<file path="config.mk">
export PLATFORM = sky130hd
export DESIGN_NAME = flash_front
export DESIGN_NICKNAME = d
export VERILOG_FILES = /design/src/verilog/flash_front_pkg.sv /design/src/verilog/flash_sync.sv /design/src/verilog/flash_front.sv
export SDC_FILE = /design/constraint.sdc
export NUM_CORES = 1
export LEC_CHECK = 0
export BUFFER_PORTS_ARGS = -buffer_cell sky130_fd_sc_hd__buf_2
export CORE_UTILIZATION = 50
export DETAILED_ROUTE_END_ITERATION = 7
export GPL_TIMING_DRIVEN = 0
export HOLD_SLACK_MARGIN = 0.05
export PLACE_DENSITY_LB_ADDON = 0.15
export SYNTH_ARGS = -nofsm -noshare
export SYNTH_HDL_FRONTEND = slang
export SYNTH_HIERARCHICAL = 1
export SYNTH_SLANG_ARGS = --single-unit
</file>
<file path="constraint.sdc">
create_clock -name clk -period 5.2 [get_ports clk]
set_input_delay 1.56 -clock clk [delete_from_list [all_inputs] [get_ports clk]]
set_output_delay 1.56 -clock clk [all_outputs]
set_load 0.02 [all_outputs]
</file>
<file path="src/verilog/flash_front_pkg.sv">
// Purpose: shared constants and types of the serial flash front end
// Assumes: one system clock, link pins sampled through synchronisers
// Notes: opcode values are the device instruction codes
//
// Functional notes
// - three protocols: single, dual, quad lines
// - protocol picked from volatile or nonvolatile bits
// - dual/quad carry every phase on 2/4 lines
// - all bits move most significant first
// - inputs latched on serial clock rising edges
// - opcode on line zero, lines 0-1, lines 0-3
// - opcode byte then address, data, both, none
// - in-place mode accepts only reads and exit
// - in-place read: address, dummy clocks, data
// - array and 64-byte one-time area accessible
// - program or erase may suspend and resume
// - 4K subsectors, sixteen per 64K sector
// - reads may end anywhere; outputs released
`default_nettype none
package flash_front_pkg;
  typedef enum logic [1:0] {proto_single, proto_dual, proto_quad} proto_type;
  typedef enum logic [2:0] {
    st_idle, st_opcode, st_addr, st_dummy, st_data_in, st_data_out, st_done
  } state_type;
  typedef enum logic [3:0] {
    kind_unknown, kind_read_array, kind_read_otp, kind_read_reg,
    kind_program, kind_program_otp, kind_erase_sub, kind_erase_sector,
    kind_erase_bulk, kind_suspend, kind_resume, kind_write_ctl
  } kind_type;
  // decoded command handed to the memory core
  typedef struct packed {
    kind_type kind;
    logic [7:0] opcode;
    logic [23:0] addr;
    logic [11:0] subsector;
    logic [7:0] sector;
  } cmd_info_type;
  localparam logic [7:0] OP_READ = 8'h03;
  localparam logic [7:0] OP_FAST_READ = 8'h0B;
  localparam logic [7:0] OP_READ_SFDP = 8'h5A;
  localparam logic [7:0] OP_DUAL_OUT_READ = 8'h3B;
  localparam logic [7:0] OP_DUAL_IO_READ = 8'hBB;
  localparam logic [7:0] OP_QUAD_OUT_READ = 8'h6B;
  localparam logic [7:0] OP_QUAD_IO_READ = 8'hEB;
  localparam logic [7:0] OP_READ_OTP = 8'h4B;
  localparam logic [7:0] OP_WRITE_ENABLE = 8'h06;
  localparam logic [7:0] OP_WRITE_DISABLE = 8'h04;
  localparam logic [7:0] OP_PROGRAM = 8'h02;
  localparam logic [7:0] OP_DUAL_PROGRAM = 8'hA2;
  localparam logic [7:0] OP_DUAL_EXT_PROGRAM = 8'hD2;
  localparam logic [7:0] OP_QUAD_PROGRAM = 8'h32;
  localparam logic [7:0] OP_QUAD_EXT_PROGRAM = 8'h12;
  localparam logic [7:0] OP_PROGRAM_OTP = 8'h42;
  localparam logic [7:0] OP_ERASE_SUB = 8'h20;
  localparam logic [7:0] OP_ERASE_SECTOR = 8'hD8;
  localparam logic [7:0] OP_ERASE_BULK = 8'hC7;
  localparam logic [7:0] OP_RESUME = 8'h7A;
  localparam logic [7:0] OP_SUSPEND = 8'h75;
  localparam logic [7:0] OP_READ_STATUS = 8'h05;
  localparam logic [4:0] OPCODE_BITS = 5'h08;
  localparam logic [4:0] ADDR_BITS = 5'h18;
  localparam logic [4:0] BYTE_BITS = 5'h08;
  localparam logic [4:0] DUMMY_FAST = 5'h08;
  localparam logic [4:0] DUMMY_QUAD_IO = 5'h0A;
  localparam int SUBSECTOR_SHIFT = 12;
  localparam int SECTOR_SHIFT = 16;
  localparam int OTP_BYTES = 64;

  // opcode to command kind; codes outside the table fall to kind_unknown
  function automatic kind_type decode(input logic [7:0] op);
    case (op)
      OP_READ, OP_FAST_READ, OP_DUAL_OUT_READ, OP_DUAL_IO_READ, OP_QUAD_OUT_READ,
      OP_QUAD_IO_READ: decode = kind_read_array;
      OP_READ_OTP: decode = kind_read_otp;
      OP_READ_STATUS, OP_READ_SFDP: decode = kind_read_reg;
      OP_PROGRAM, OP_DUAL_PROGRAM, OP_DUAL_EXT_PROGRAM, OP_QUAD_PROGRAM,
      OP_QUAD_EXT_PROGRAM: decode = kind_program;
      OP_PROGRAM_OTP: decode = kind_program_otp;
      OP_ERASE_SUB: decode = kind_erase_sub;
      OP_ERASE_SECTOR: decode = kind_erase_sector;
      OP_ERASE_BULK: decode = kind_erase_bulk;
      OP_SUSPEND: decode = kind_suspend;
      OP_RESUME: decode = kind_resume;
      OP_WRITE_ENABLE, OP_WRITE_DISABLE: decode = kind_write_ctl;
      default: decode = kind_unknown;
    endcase
  endfunction

  // dummy clocks that follow the address, per opcode
  function automatic logic [4:0] dummy_of(input logic [7:0] op);
    case (op)
      OP_QUAD_IO_READ: dummy_of = DUMMY_QUAD_IO;
      OP_FAST_READ, OP_READ_SFDP, OP_DUAL_OUT_READ, OP_DUAL_IO_READ, OP_QUAD_OUT_READ,
      OP_READ_OTP: dummy_of = DUMMY_FAST;
      default: dummy_of = 5'h00;
    endcase
  endfunction

  // phase after the header, from the decoded kind
  function automatic state_type after_hdr(input kind_type k, input logic [4:0] dummy);
    if (k inside {kind_read_array, kind_read_otp, kind_read_reg}) begin
      after_hdr = (dummy != 5'h00) ? st_dummy : st_data_out;
    end else if (k inside {kind_program, kind_program_otp}) begin
      after_hdr = st_data_in;
    end else begin
      after_hdr = st_done;
    end
  endfunction
endpackage
`default_nettype wire

</file>
<file path="src/verilog/flash_sync.sv">
// Purpose: two-stage synchroniser for pins from the link
// Assumes: inputs asynchronous to clk
// Notes: first stage feeds only the second stage
`timescale 1ns/10ps
`default_nettype none
module flash_sync #(
  parameter int WIDTH = 6
) (
  // clock and reset
  input wire logic clk,
  input wire logic rst,
  // pins in, synchronised out
  input wire logic [WIDTH-1:0] async_in,
  output logic [WIDTH-1:0] sync_out
);
  logic [WIDTH-1:0] meta;

  // idle value is all ones so select reads inactive after reset
  always_ff @(posedge clk) begin
    if (rst) begin
      meta <= '1;
      sync_out <= '1;
    end else begin
      meta <= async_in;
      sync_out <= meta;
    end
  end
endmodule
`default_nettype wire

</file>
<file path="src/verilog/flash_front.sv">
// Purpose: framing of instructions, addresses and data on the serial link
// Assumes: serial clock much slower than clk (at least 8 clk per period)
// Notes: memory core sits behind the cmd/rd/wr ports
`timescale 1ns/10ps
`default_nettype none
module flash_front (
  // clock and reset
  input wire logic clk,
  input wire logic rst,
  // link pins
  input wire logic serial_clk,
  input wire logic select_n,
  input wire logic [3:0] data_line_in,
  output logic [3:0] data_line_out,
  output logic [3:0] data_line_oe,
  // configuration levels
  input wire flash_front_pkg::proto_type proto_nv,
  input wire flash_front_pkg::proto_type proto_volatile,
  input wire logic proto_volatile_set,
  input wire logic in_place_request,
  input wire logic [4:0] in_place_dummy,
  // core side
  output flash_front_pkg::cmd_info_type cmd_info,
  output logic cmd_start,
  output logic cmd_commit,
  output logic cmd_reject,
  output logic wr_valid,
  output logic [7:0] wr_byte,
  input wire logic [7:0] rd_data,
  output logic rd_req,
  output logic execute_in_place_mode,
  output flash_front_pkg::proto_type proto
);
  logic [5:0] pins;
  logic sclk_d, cs_d, rise, fall, frame_start, frame_end;
  flash_front_pkg::state_type state;
  logic [23:0] sh;
  logic [4:0] cnt, dummy_target;
  logic [2:0] bit_mod;
  logic [3:0] lanes, out_left;
  logic [7:0] out_sh;
  logic hdr_done, exit_pending;
  logic [23:0] nxt_sh;
  logic [4:0] nxt_cnt;

  flash_sync #(.WIDTH(6)) u_sync (
    .clk(clk),
    .rst(rst),
    .async_in({serial_clk, select_n, data_line_in}),
    .sync_out(pins)
  );

  // edges of the sampled serial clock and select
  always_ff @(posedge clk) begin
    if (rst) begin
      sclk_d <= 1'b1; // same level the synchroniser resets to: no false edge
      cs_d <= 1'b1;
    end else begin
      sclk_d <= pins[5];
      cs_d <= pins[4];
    end
  end
  assign rise = pins[5] & ~sclk_d & ~pins[4];
  assign fall = ~pins[5] & sclk_d & ~pins[4];
  assign frame_start = cs_d & ~pins[4];
  assign frame_end = ~cs_d & pins[4];

  // lines per clock; opcode lines follow the protocol
  assign lanes = (proto == flash_front_pkg::proto_quad) ? 4'h4 :
                 (proto == flash_front_pkg::proto_dual) ? 4'h2 : 4'h1;
  assign nxt_cnt = cnt + {1'b0, lanes};

  // msb first: new bits enter at the bottom
  always_comb begin
    case (proto)
      flash_front_pkg::proto_quad: nxt_sh = {sh[19:0], pins[3:0]};
      flash_front_pkg::proto_dual: nxt_sh = {sh[21:0], pins[1:0]};
      default: nxt_sh = {sh[22:0], pins[0]};
    endcase
  end

  function automatic logic has_addr(input flash_front_pkg::kind_type k,
                                    input logic [7:0] op);
    has_addr = (k inside {flash_front_pkg::kind_read_array, flash_front_pkg::kind_read_otp,
                flash_front_pkg::kind_program, flash_front_pkg::kind_program_otp,
                flash_front_pkg::kind_erase_sub, flash_front_pkg::kind_erase_sector}) ||
               (op == flash_front_pkg::OP_READ_SFDP);
  endfunction

  function automatic logic is_modify(input flash_front_pkg::kind_type k);
    is_modify = k inside {flash_front_pkg::kind_program, flash_front_pkg::kind_program_otp,
                flash_front_pkg::kind_erase_sub, flash_front_pkg::kind_erase_sector,
                flash_front_pkg::kind_erase_bulk, flash_front_pkg::kind_write_ctl};
  endfunction

  // protocol is taken at frame start so it never changes mid-frame
  always_ff @(posedge clk) begin
    if (rst) begin
      proto <= flash_front_pkg::proto_single;
    end else if (frame_start) begin
      proto <= proto_volatile_set ? proto_volatile : proto_nv;
    end
  end

  // frame sequencer: opcode, address, dummy, data
  always_ff @(posedge clk) begin
    if (rst || frame_end) begin
      state <= flash_front_pkg::st_idle;
      cnt <= 5'h00;
      sh <= 24'h00_0000;
      hdr_done <= 1'b0;
      cmd_start <= 1'b0;
      wr_valid <= 1'b0;
      if (rst) begin
        cmd_info <= '0;
        dummy_target <= 5'h00;
        wr_byte <= 8'h00;
      end
    end else begin
      cmd_start <= 1'b0;
      wr_valid <= 1'b0;
      if (frame_start) begin
        cnt <= 5'h00;
        if (execute_in_place_mode) begin
          // no opcode: straight into the address
          state <= flash_front_pkg::st_addr;
          cmd_info.kind <= flash_front_pkg::kind_read_array;
          cmd_info.opcode <= 8'h00;
          dummy_target <= in_place_dummy;
        end else begin
          state <= flash_front_pkg::st_opcode;
        end
      end else if (rise) begin
        case (state)
          flash_front_pkg::st_opcode: begin
            sh <= nxt_sh;
            cnt <= nxt_cnt;
            if (nxt_cnt == flash_front_pkg::OPCODE_BITS) begin
              cnt <= 5'h00;
              cmd_info.opcode <= nxt_sh[7:0];
              cmd_info.kind <= flash_front_pkg::decode(nxt_sh[7:0]);
              dummy_target <= flash_front_pkg::dummy_of(nxt_sh[7:0]);
              if (has_addr(flash_front_pkg::decode(nxt_sh[7:0]), nxt_sh[7:0])) begin
                state <= flash_front_pkg::st_addr;
              end else begin
                hdr_done <= 1'b1;
                cmd_start <= 1'b1;
                state <= flash_front_pkg::after_hdr(flash_front_pkg::decode(nxt_sh[7:0]), 5'h00);
              end
            end
          end
          flash_front_pkg::st_addr: begin
            sh <= nxt_sh;
            cnt <= nxt_cnt;
            if (nxt_cnt == flash_front_pkg::ADDR_BITS) begin
              cnt <= 5'h00;
              cmd_info.addr <= nxt_sh;
              cmd_info.subsector <= nxt_sh[23:flash_front_pkg::SUBSECTOR_SHIFT];
              cmd_info.sector <= nxt_sh[23:flash_front_pkg::SECTOR_SHIFT];
              hdr_done <= 1'b1;
              cmd_start <= 1'b1;
              state <= flash_front_pkg::after_hdr(cmd_info.kind, dummy_target);
            end
          end
          flash_front_pkg::st_dummy: begin
            cnt <= cnt + 5'h01;
            if (cnt + 5'h01 >= dummy_target) begin
              state <= flash_front_pkg::st_data_out;
            end
          end
          flash_front_pkg::st_data_in: begin
            sh <= nxt_sh;
            cnt <= nxt_cnt;
            if (nxt_cnt == flash_front_pkg::BYTE_BITS) begin
              cnt <= 5'h00;
              wr_valid <= 1'b1;
              wr_byte <= nxt_sh[7:0];
            end
          end
          default: ;
        endcase
      end
    end
  end

  // bits moved in the frame, modulo eight, for the byte-boundary check
  always_ff @(posedge clk) begin
    if (rst || frame_start) begin
      bit_mod <= 3'h0;
    end else if (rise) begin
      bit_mod <= bit_mod + lanes[2:0];
    end
  end

  // end of frame: modify commands run only on a whole byte
  always_ff @(posedge clk) begin
    if (rst) begin
      cmd_commit <= 1'b0;
      cmd_reject <= 1'b0;
    end else begin
      cmd_commit <= frame_end && hdr_done && is_modify(cmd_info.kind) &&
                    bit_mod == 3'h0;
      cmd_reject <= frame_end && hdr_done && is_modify(cmd_info.kind) &&
                    bit_mod != 3'h0;
    end
  end

  // in-place mode: entered at frame end after an array read when asked, left at frame end if line zero was high on the first dummy clock
  always_ff @(posedge clk) begin
    if (rst) begin
      execute_in_place_mode <= 1'b0;
      exit_pending <= 1'b0;
    end else if (frame_end) begin
      exit_pending <= 1'b0;
      if (execute_in_place_mode && exit_pending) begin
        execute_in_place_mode <= 1'b0;
      end else if (hdr_done && cmd_info.kind == flash_front_pkg::kind_read_array &&
                   in_place_request) begin
        execute_in_place_mode <= 1'b1;
      end
    end else if (rise && execute_in_place_mode && state == flash_front_pkg::st_dummy &&
                 cnt == 5'h00) begin
      exit_pending <= pins[0];
    end
  end

  // output shifting on falling edges; released as soon as select rises
  always_ff @(posedge clk) begin
    if (rst || state != flash_front_pkg::st_data_out || pins[4]) begin
      data_line_oe <= 4'h0;
      data_line_out <= 4'h0;
      out_left <= 4'h0;
      out_sh <= 8'h00;
      rd_req <= 1'b0;
    end else begin
      rd_req <= fall && out_left == 4'h0;
      if (fall) begin
        case (proto)
          flash_front_pkg::proto_quad: begin
            data_line_out <= (out_left == 4'h0) ? rd_data[7:4] : out_sh[7:4];
            data_line_oe <= 4'hF;
          end
          flash_front_pkg::proto_dual: begin
            data_line_out <= {2'h0, (out_left == 4'h0) ? rd_data[7:6] : out_sh[7:6]};
            data_line_oe <= 4'h3;
          end
          default: begin
            data_line_out <= {2'h0, (out_left == 4'h0) ? rd_data[7] : out_sh[7], 1'b0};
            data_line_oe <= 4'h2;
          end
        endcase
        out_sh <= ((out_left == 4'h0) ? rd_data : out_sh) << lanes;
        out_left <= ((out_left == 4'h0) ? 4'h8 : out_left) - lanes;
      end
    end
  end

  oe_release_a: assert property (@(posedge clk) disable iff (rst)
    frame_end |=> data_line_oe == 4'h0) else $error("outputs held after select");
  reset_count_a: assert property (@(posedge clk) disable iff (rst)
    frame_end |=> state == flash_front_pkg::st_idle && cnt == 5'h00)
    else $error("counters not cleared");
  in_place_read_a: assert property (@(posedge clk) disable iff (rst)
    cmd_start && execute_in_place_mode |-> cmd_info.kind == flash_front_pkg::kind_read_array &&
    cmd_info.opcode == 8'h00) else $error("non-read in place");
  sector_map_a: assert property (@(posedge clk) disable iff (rst)
    cmd_start && has_addr(cmd_info.kind, cmd_info.opcode) |->
    cmd_info.sector == cmd_info.subsector[11:4] && cmd_info.subsector == cmd_info.addr[23:12])
    else $error("bad sector map");
  boundary_a: assert property (@(posedge clk) disable iff (rst)
    cmd_reject |-> $past(bit_mod) != 3'h0 && !cmd_commit)
    else $error("reject on boundary");
  proto_hold_a: assert property (@(posedge clk) disable iff (rst)
    !frame_start |=> $stable(proto)) else $error("protocol moved mid frame");
  opcode_len_a: assert property (@(posedge clk) disable iff (rst)
    state == flash_front_pkg::st_opcode && rise && nxt_cnt == flash_front_pkg::OPCODE_BITS
    |=> cmd_info.opcode == $past(nxt_sh[7:0])) else $error("opcode capture");
  dummy_len_a: assert property (@(posedge clk) disable iff (rst)
    state == flash_front_pkg::st_dummy |-> cnt < dummy_target)
    else $error("dummy overrun");
  lane_width_a: assert property (@(posedge clk) disable iff (rst)
    data_line_oe != 4'h0 |-> data_line_oe == ((proto == flash_front_pkg::proto_quad) ? 4'hF :
    (proto == flash_front_pkg::proto_dual) ? 4'h3 : 4'h2)) else $error("wrong lanes");
  read_cov_c: cover property (@(posedge clk) disable iff (rst) rd_req ##[1:400] frame_end);
  commit_cov_c: cover property (@(posedge clk) disable iff (rst) cmd_commit);
  reject_cov_c: cover property (@(posedge clk) disable iff (rst) cmd_reject);
  in_place_cov_c: cover property (@(posedge clk) disable iff (rst)
    cmd_start && execute_in_place_mode);
endmodule
`default_nettype wire

</file>
==> results of run 1 <==
## cell usage in the layout (no fill, tap or decap), types with 4 or more instances in the layout
master and n:
a211oi_1 8, a21o_1 5, a21oi_1 57, a221o_1 20
a22oi_1 5, and3_1 6, buf_1 4, buf_2 108
buf_4 24, clkbuf_1 38, clkbuf_16 21, clkbuf_8 4
dfxtp_1 77, edfxtp_1 49, ha_1 18, inv_1 20
mux2_2 4, mux2i_1 24, nand2_1 42, nand2b_1 6
nand3_1 11, nand4_1 7, nor2_1 129, nor2b_1 6
nor3_1 19, nor4_1 6, o211ai_1 6, o21ai_0 33
o21ai_1 5, or2_1 14, or3_1 4, xnor2_1 8
xor2_1 7
## area by class of cell
cell class / instances / area share [%]
tap: 172 / 2.665
inverter: 23 / 1.069
clock inverter: 6 / 0.7591
clock buffer: 26 / 7.111
sequential: 126 / 37.30
timing repair buffer: 106 / 6.569
buffer: 71 / 4.864
multi-input combinational: 513 / 39.66
## critical path, stage by stage, from the launching register on
cell and delay [ns]:
dfxtp_1 0.41, ha_1 0.35, clkinv_1 0.42, fa_1 0.57, xor2_1 0.22, nand3b_1 0.13, inv_1 0.11, nand2_1 0.15
nor4_1 0.38, a21o_1 0.83
## state kept, by name, indices dropped and copies added (netlist names), 5 cells and up
name and count:
sh 23, cnt 5, dummy_target 5, u_sync/meta 6, out_sh 8, u_sync/sync_out 6, wr_byte 8, cmd_info 36
## worst max-delay path by stage
stage                   endpoint  slack, ns  startpoint  cells past startpoint
global placement    cmd_info[43]       1.35    proto[0]                      9
detailed placement   cmd_info[3]       1.20    proto[0]                      9
CTS                 cmd_info[20]       1.17    proto[0]                      9
finish               cmd_info[6]       1.23    proto[0]                      9
global route        cmd_info[20]       0.80    proto[0]                      9
floorplan            cmd_info[0]       1.89    proto[0]                      9
## per-layer routing
layer  vias up  part of all wire [%]
li1       2861                     -
met1      2831                    42
met2       265                    48
met3        41                   7.5
met4         0                   2.5
met5         -                     0
## kinds of logic (layout without fill, tap and decap cells)
kind of cell,Yosys count,after routing,share of synthesized area (%)
flops,126,126,45.00
buf+inv,94,232,7.157
simple gates,277,277,20.05
mux,28,28,4.261
xor+xnor,15,15,1.962
compound gates,172,172,17.31
fa+ha+maj,21,21,4.261
## power groups by stage
| stage | sequential (mW) | combinational (mW) | clock (mW) |
|---|---|---|---|
| after global placement | 1.09 | 0.253 | 0 |
| after CTS | 1.07 | 0.259 | 1.26 |
| final | 1.07 | 0.261 | 1.25 |
| after detailed placement | 1.09 | 0.258 | 0 |
| after global routing | 1.07 | 0.283 | 1.30 |
| after floorplan | 1.11 | 0.155 | 0 |
==> run_results.csv, run 1 <==
group,metric,value,unit
power_and_ir_drop,switchingPower,0.6157,mW
layout,multiInputGateArea,0.003203,mm^2
detailed_routing,postRouteAntennaNets,0,
timing,setup_viol_count_final,0,
synthesis,yosysWarnings,6,
synthesis,synth-edff-count,49,
clocking,hold_buffers,0,
detailed_routing,firstDrtPassIters,6,
hold_path,hp-class,"register to register",
outcome,outcome,"finished, final reports clean",
synthesis,synth_seq_area_share,45.00,%
clocking,clock_sinks,126,
clocking,insertion_delay,0.42,ns
place,io_buffer_count,106,
hold_path,hold_depth,1,
power_and_ir_drop,ir_worst_vdd,233.8,uV
critical_path,cp_max_fo,24,
global_route,grt_pass1_wl,28360,um
layout,drive_gt1_share,22.04,%
die,rows,41,
synthesis,ys.flop_type,"dfxtp_1",
timing,setup_tns,0,ns
clocking,clk_path_buf_depth,2,
detailed_routing,vias,5998,
critical_path,cp.required,5.24,ns
place,dpl.hpwl,12270,um
layout,fin_cells,1043,
critical_path,path_class,"register to register",
synthesis,synthArstFlopShare,0,%
die,die_w,117.7,um
clocking,ctsRootBufferMaster,"clkbuf_16",
timing,fmax,251.9,MHz
synthesis,ys_top_cells_by_area,"dfxtp_1 23%, edfxtp_1 22%, nor2_1 7.2%",
timing,whs,0.4036,ns
power_and_ir_drop,comb_power_share,10.1,%
synthesis,yosys.cell_types.count,74,
power_and_ir_drop,power,2.574,mW
power_and_ir_drop,power.leakage,3.273,nW
die,dieArea,0.01386,mm^2
clocking,htree_levels,4,
synthesis,synth_cells,733,
synthesis,synth_top_cell_by_area,"dfxtp_1",
power_and_ir_drop,swShare,23.92,%
die,core_area,0.01282,mm^2
synthesis,synth_most_common_cell,"nor2_1",
global_route,antenna_found_initial,0,
critical_path,reg2reg_depth,9,
critical_path,cp.arrival,4.01,ns
clocking,cts_tree,"yes",
timing,finalMaxSlewViolations,0,
layout,regArea,0.003013,mm^2
place,pre_cts_ws,1.203,ns
critical_path,r2r-start,"proto[0]",
global_route,grt_usage,25.91,%
critical_path,endpoint_kind,"register",
timing,tightestPinTransition,1.118,ns
place,placed_cell_area,0.007441,mm^2
timing,final.setup_skew,0.01012,ns
layout,synthToLayoutAreaGrowth,20.63,%
flow_run,maxCapViolations,0,
synthesis,syn_nets,781,
timing,post-route-period-util,76.36,%
timing,slew-limit-headroom,25.30,%
global_route,top_usage_layer,"met2",
detailed_routing,avgRoutedWirePerCell,16.51,um
global_route,grt_max_degree,25,
die,io_pins,107,
layout,nNetsFinal,906,
synthesis,synth_area,0.006695,mm^2
layout,fillers,1137,
detailed_routing,drtIter0Drc,448,
global_route,use_met3,5.620,%
clocking,cts_setup_buffers,0,
timing,post-route-min-period,3.971,ns
layout,antenna_cells,0,
global_route,grt_pass1_vias,5758,
power_and_ir_drop,power_density,318.6,mW/mm^2
critical_path,worstSetupStartpointType,"register",
layout,final_util,62.98,%
detailed_routing,routed_wl,17220,um
synthesis,syn_avg_cell_area,9.134,um^2
global_route,met2_usage,41.88,%
timing,hold_violations,0,
power_and_ir_drop,clkPwrFrac,48.4,%
synthesis,synth_commonest_cells,"129 x nor2_1, 77 x dfxtp_1, 57 x a21oi_1, 49 x edfxtp_1, 42 x nand2_1",
power_and_ir_drop,p_int,1.958,mW
die,start_util,52.20,%
detailed_routing,drc,0,
detailed_routing,vias_per_cell,5.751,
critical_path,r2r_slack,1.23,ns
die,die_y,117.7,um
synthesis,ys_ff_latch,126,
place,dp.cells,1011,
clocking,cts_made_buffers,17,
hold_path,worst_hold_path.endpoint,"u_sync/sync_out[5]",
clocking,clk_pin_slew,0.06,ns
global_route,gr-total-overflow,0,
synthesis,synth.top_cell.area_share,23.02,%
place,gp_congestion,0.9427,
clocking,post_cts_resized,0,
timing,setup_ws,1.229,ns
hold_path,hp-start,"u_sync/meta[5]",
timing,rsz0062_at_grt,"no",
global_route,met1_usage,32.66,%
power_and_ir_drop,p_seq_share,41.5,%
critical_path,r2r-end,"cmd_info[6]",
layout,finalInstanceArea,0.008077,mm^2
(Power assumes the default switching activity.)
==> run 2, diff against run 1 <==
--- a/config.mk
+++ b/config.mk
@@ -5,6 +5,7 @@
 export SDC_FILE = /design/constraint.sdc
 export NUM_CORES = 1
 export LEC_CHECK = 0
+export ABC_AREA = 1
 export BUFFER_PORTS_ARGS = -buffer_cell sky130_fd_sc_hd__buf_2
 export CORE_UTILIZATION = 50
 export DETAILED_ROUTE_END_ITERATION = 7
==> constraint.sdc (replaced) <==
create_clock -name clk -period 3.7 [get_ports clk]
set_input_delay 1.11 -clock clk [delete_from_list [all_inputs] [get_ports clk]]
set_output_delay 1.11 -clock clk [all_outputs]
set_load 0.02 [all_outputs]
==> run 2 against run 1 <==
Maximum frequency increased by 23%. Total power increased by 34%. Synthesized cell count increased by 12%. Via count decreased by 3.1%. Utilization increased by 0.26 points. Register-to-register slack got worse by 0.76 ns. Critical path type unchanged. Highest routed layer unchanged.
==> run_results.csv, run 2 <==
group,metric,value,unit
synthesis,synth_top_cell_by_area,"dfxtp_1",
timing,finalMaxSlewViolations,0,
timing,post-route-min-period,3.228,ns
detailed_routing,postRouteAntennaNets,0,
synthesis,synthArstFlopShare,0,%
detailed_routing,vias,5813,
critical_path,path_class,"register to register",
place,io_buffer_count,106,
timing,whs,0.4109,ns
synthesis,yosysWarnings,6,
power_and_ir_drop,power_density,426.3,mW/mm^2
die,die_w,117.8,um
layout,final_common_cell,"nand2_1",
outcome,outcome,"finished, final reports clean",
synthesis,synth-edff-count,49,
layout,drive_gt1_share,24.30,%
timing,hold_violations,0,
clocking,clk_path_buf_depth,2,
layout,antenna_cells,0,
timing,setup_viol_count_final,0,
synthesis,synth_most_common_cell,"nand2_1",
global_route,grt_pass1_vias,5291,
clocking,cts_tree,"yes",
critical_path,endpoint_kind,"register",
detailed_routing,vias_per_cell,5.122,
synthesis,ys.flop_type,"dfxtp_1",
critical_path,cp_max_fo,13,
clocking,hold_buffers,0,
layout,nNetsFinal,998,
global_route,antenna_found_initial,0,
layout,final_cell_mix,"157 x nand2_1, 110 x buf_2, 104 x inv_1",
layout,synthToLayoutAreaGrowth,21.00,%
synthesis,ys_top_cells_by_area,"dfxtp_1 23%, edfxtp_1 22%, nand2_1 8.8%",
die,die_y,117.8,um
synthesis,ys_ff_latch,126,
synthesis,synth_commonest_cells,"158 x nand2_1, 104 x inv_1, 85 x nor2_1, 77 x dfxtp_1, 54 x a21oi_1",
timing,final.setup_skew,0.007976,ns
layout,finalInstanceArea,0.008110,mm^2
synthesis,yosys.cell_types.count,52,
hold_path,hp-class,"register to register",
detailed_routing,avgRoutedWirePerCell,13.66,um
place,placed_cell_area,0.007466,mm^2
synthesis,synth.top_cell.area_share,23.00,%
global_route,grt_max_degree,25,
synthesis,syn_avg_cell_area,8.144,um^2
power_and_ir_drop,ir_worst_vdd,323.5,uV
place,gp_congestion,0.8914,
layout,largest_reg_flops,36,
flow_run,maxCapViolations,0,
synthesis,syn_nets,871,
timing,tightestPinTransition,0.5944,ns
timing,post-route-period-util,87.25,%
critical_path,worstSetupStartpointType,"register",
clocking,clk_pin_slew,0.06,ns
layout,reg_top3,"cmd_info: 36 flops, sh: 23 flops",
detailed_routing,routed_wl,15510,um
die,start_util,52.26,%
layout,largest-register,"cmd_info",
critical_path,cp.arrival,3.35,ns
detailed_routing,drc,0,
detailed_routing,firstDrtPassIters,5,
detailed_routing,drtIter0Drc,332,
die,core_area,0.01282,mm^2
power_and_ir_drop,power.leakage,3.704,nW
die,dieArea,0.01387,mm^2
critical_path,cp.required,3.83,ns
place,dpl.hpwl,11450,um
clocking,ctsRootBufferMaster,"clkbuf_16",
global_route,grt_usage,23.70,%
clocking,clock_sinks,126,
clocking,htree_levels,4,
timing,fmax,309.8,MHz
die,rows,41,
global_route,grt_pass1_wl,26100,um
synthesis,synth_cells,823,
synthesis,synth_area,0.006703,mm^2
timing,slew-limit-headroom,60.37,%
die,io_pins,107,
clocking,insertion_delay,0.42,ns
synthesis,synth_seq_area_share,44.95,%
timing,rsz0062_at_grt,"no",
clocking,cts_made_buffers,17,
global_route,gr-total-overflow,0,
[run 2: cell count changes in the layout (fill, tap and decap cells not counted), sizes merged, moves of 18 or more]
cell / change
nor2: -30
nand3: +37
mux2i: -18
clkbuf: -22
nand2: +124
a221o: -20
inv: +93
[run 2: cell families (layout without fill, tap and decap cells)]
logic type,count (synthesis),count (layout),share of synthesized area [%]
XOR/XNOR,7,7,0.9147
AO/OA/AOI/OAI,149,149,13.07
buffers and inverters,166,306,11.22
multiplexers,6,6,0.8961
adder cells (fa/ha/maj),21,21,4.256
AND/OR/NAND/NOR,348,348,24.70
flip-flops,126,126,44.95
[run 2: cell type report]
type | instances | area (um^2)
plain buffers | 49 | 310.3
clock buffers | 25 | 560.5
clock inverters | 7 | 65.06
fillers | 1164 | 4715
inverters | 117 | 445.4
multi-input cells | 531 | 2952
flip-flops and latches | 126 | 3013
well taps | 172 | 215.2
repair buffers | 108 | 549.3
[run 2: final timing paths]
path                            cells after the start  slack [ns]            from                  to
worst max-delay path                               12        0.47        proto[1]        cmd_info[46]
worst min-delay path                                2        0.41  u_sync/meta[0]  u_sync/sync_out[0]
worst min register to register                      2        0.41  u_sync/meta[0]  u_sync/sync_out[0]
worst max register to register                     12        0.47        proto[1]        cmd_info[46]
[run 2: per-layer routing]
metal | part of all wire, % | up-vias | wire, um | track usage [%]
met5 | 0 | - | 0 | 0
met4 | 1.9 | 0 | 288 | 8.654
met1 | 48 | 2645 | 7491 | 33.03
met3 | 5.8 | 25 | 895 | 5.523
met2 | 44 | 175 | 6832 | 35.74
li1 | - | 2968 | - | -
[run 2: critical path: stages, from the launching register on]
cell and delay [ns]:
dfxtp_1 0.34, inv_1 0.10, ha_1 0.42, clkinvlp_4 0.26, fa_1 0.45, nor2_1 0.14, nor2_1 0.06, nor2_1 0.19
nand2_1 0.10, nor2_1 0.18, a21oi_1 0.11, a31oi_2 0.35, buf_6 0.22
[run 2: where the power goes]
| part | switching, mW | total [mW] | internal, mW |
|---|---|---|---|
| Clock | 0.609 | 1.73 | 1.12 |
| Combinational | 0.163 | 0.247 | 0.0835 |
| Sequential | 0.0133 | 1.48 | 1.47 |
| Total | 0.786 | 3.46 | 2.67 |
[run 2: repair_timing]
item,in CTS,in global routing
setup buffers,0,1
setup endpoints to repair,24,37
gates resized for setup,1,2
[run 2: metrics by stage]
stage	setup WS, ns	cells	setup TNS [ns]	util, %	total power [mW]
after floorplan	0.1765	823	0	-	1.678
after CTS	0.02697	1134	0	63.11	3.468
final	0.4717	1135	0	63.24	3.458
after global routing	0.2051	1135	0	63.24	3.564
after global placement	-0.6276	1101	-17.60	58.08	1.754
after detailed placement	-0.2481	1102	-5.902	58.21	1.758
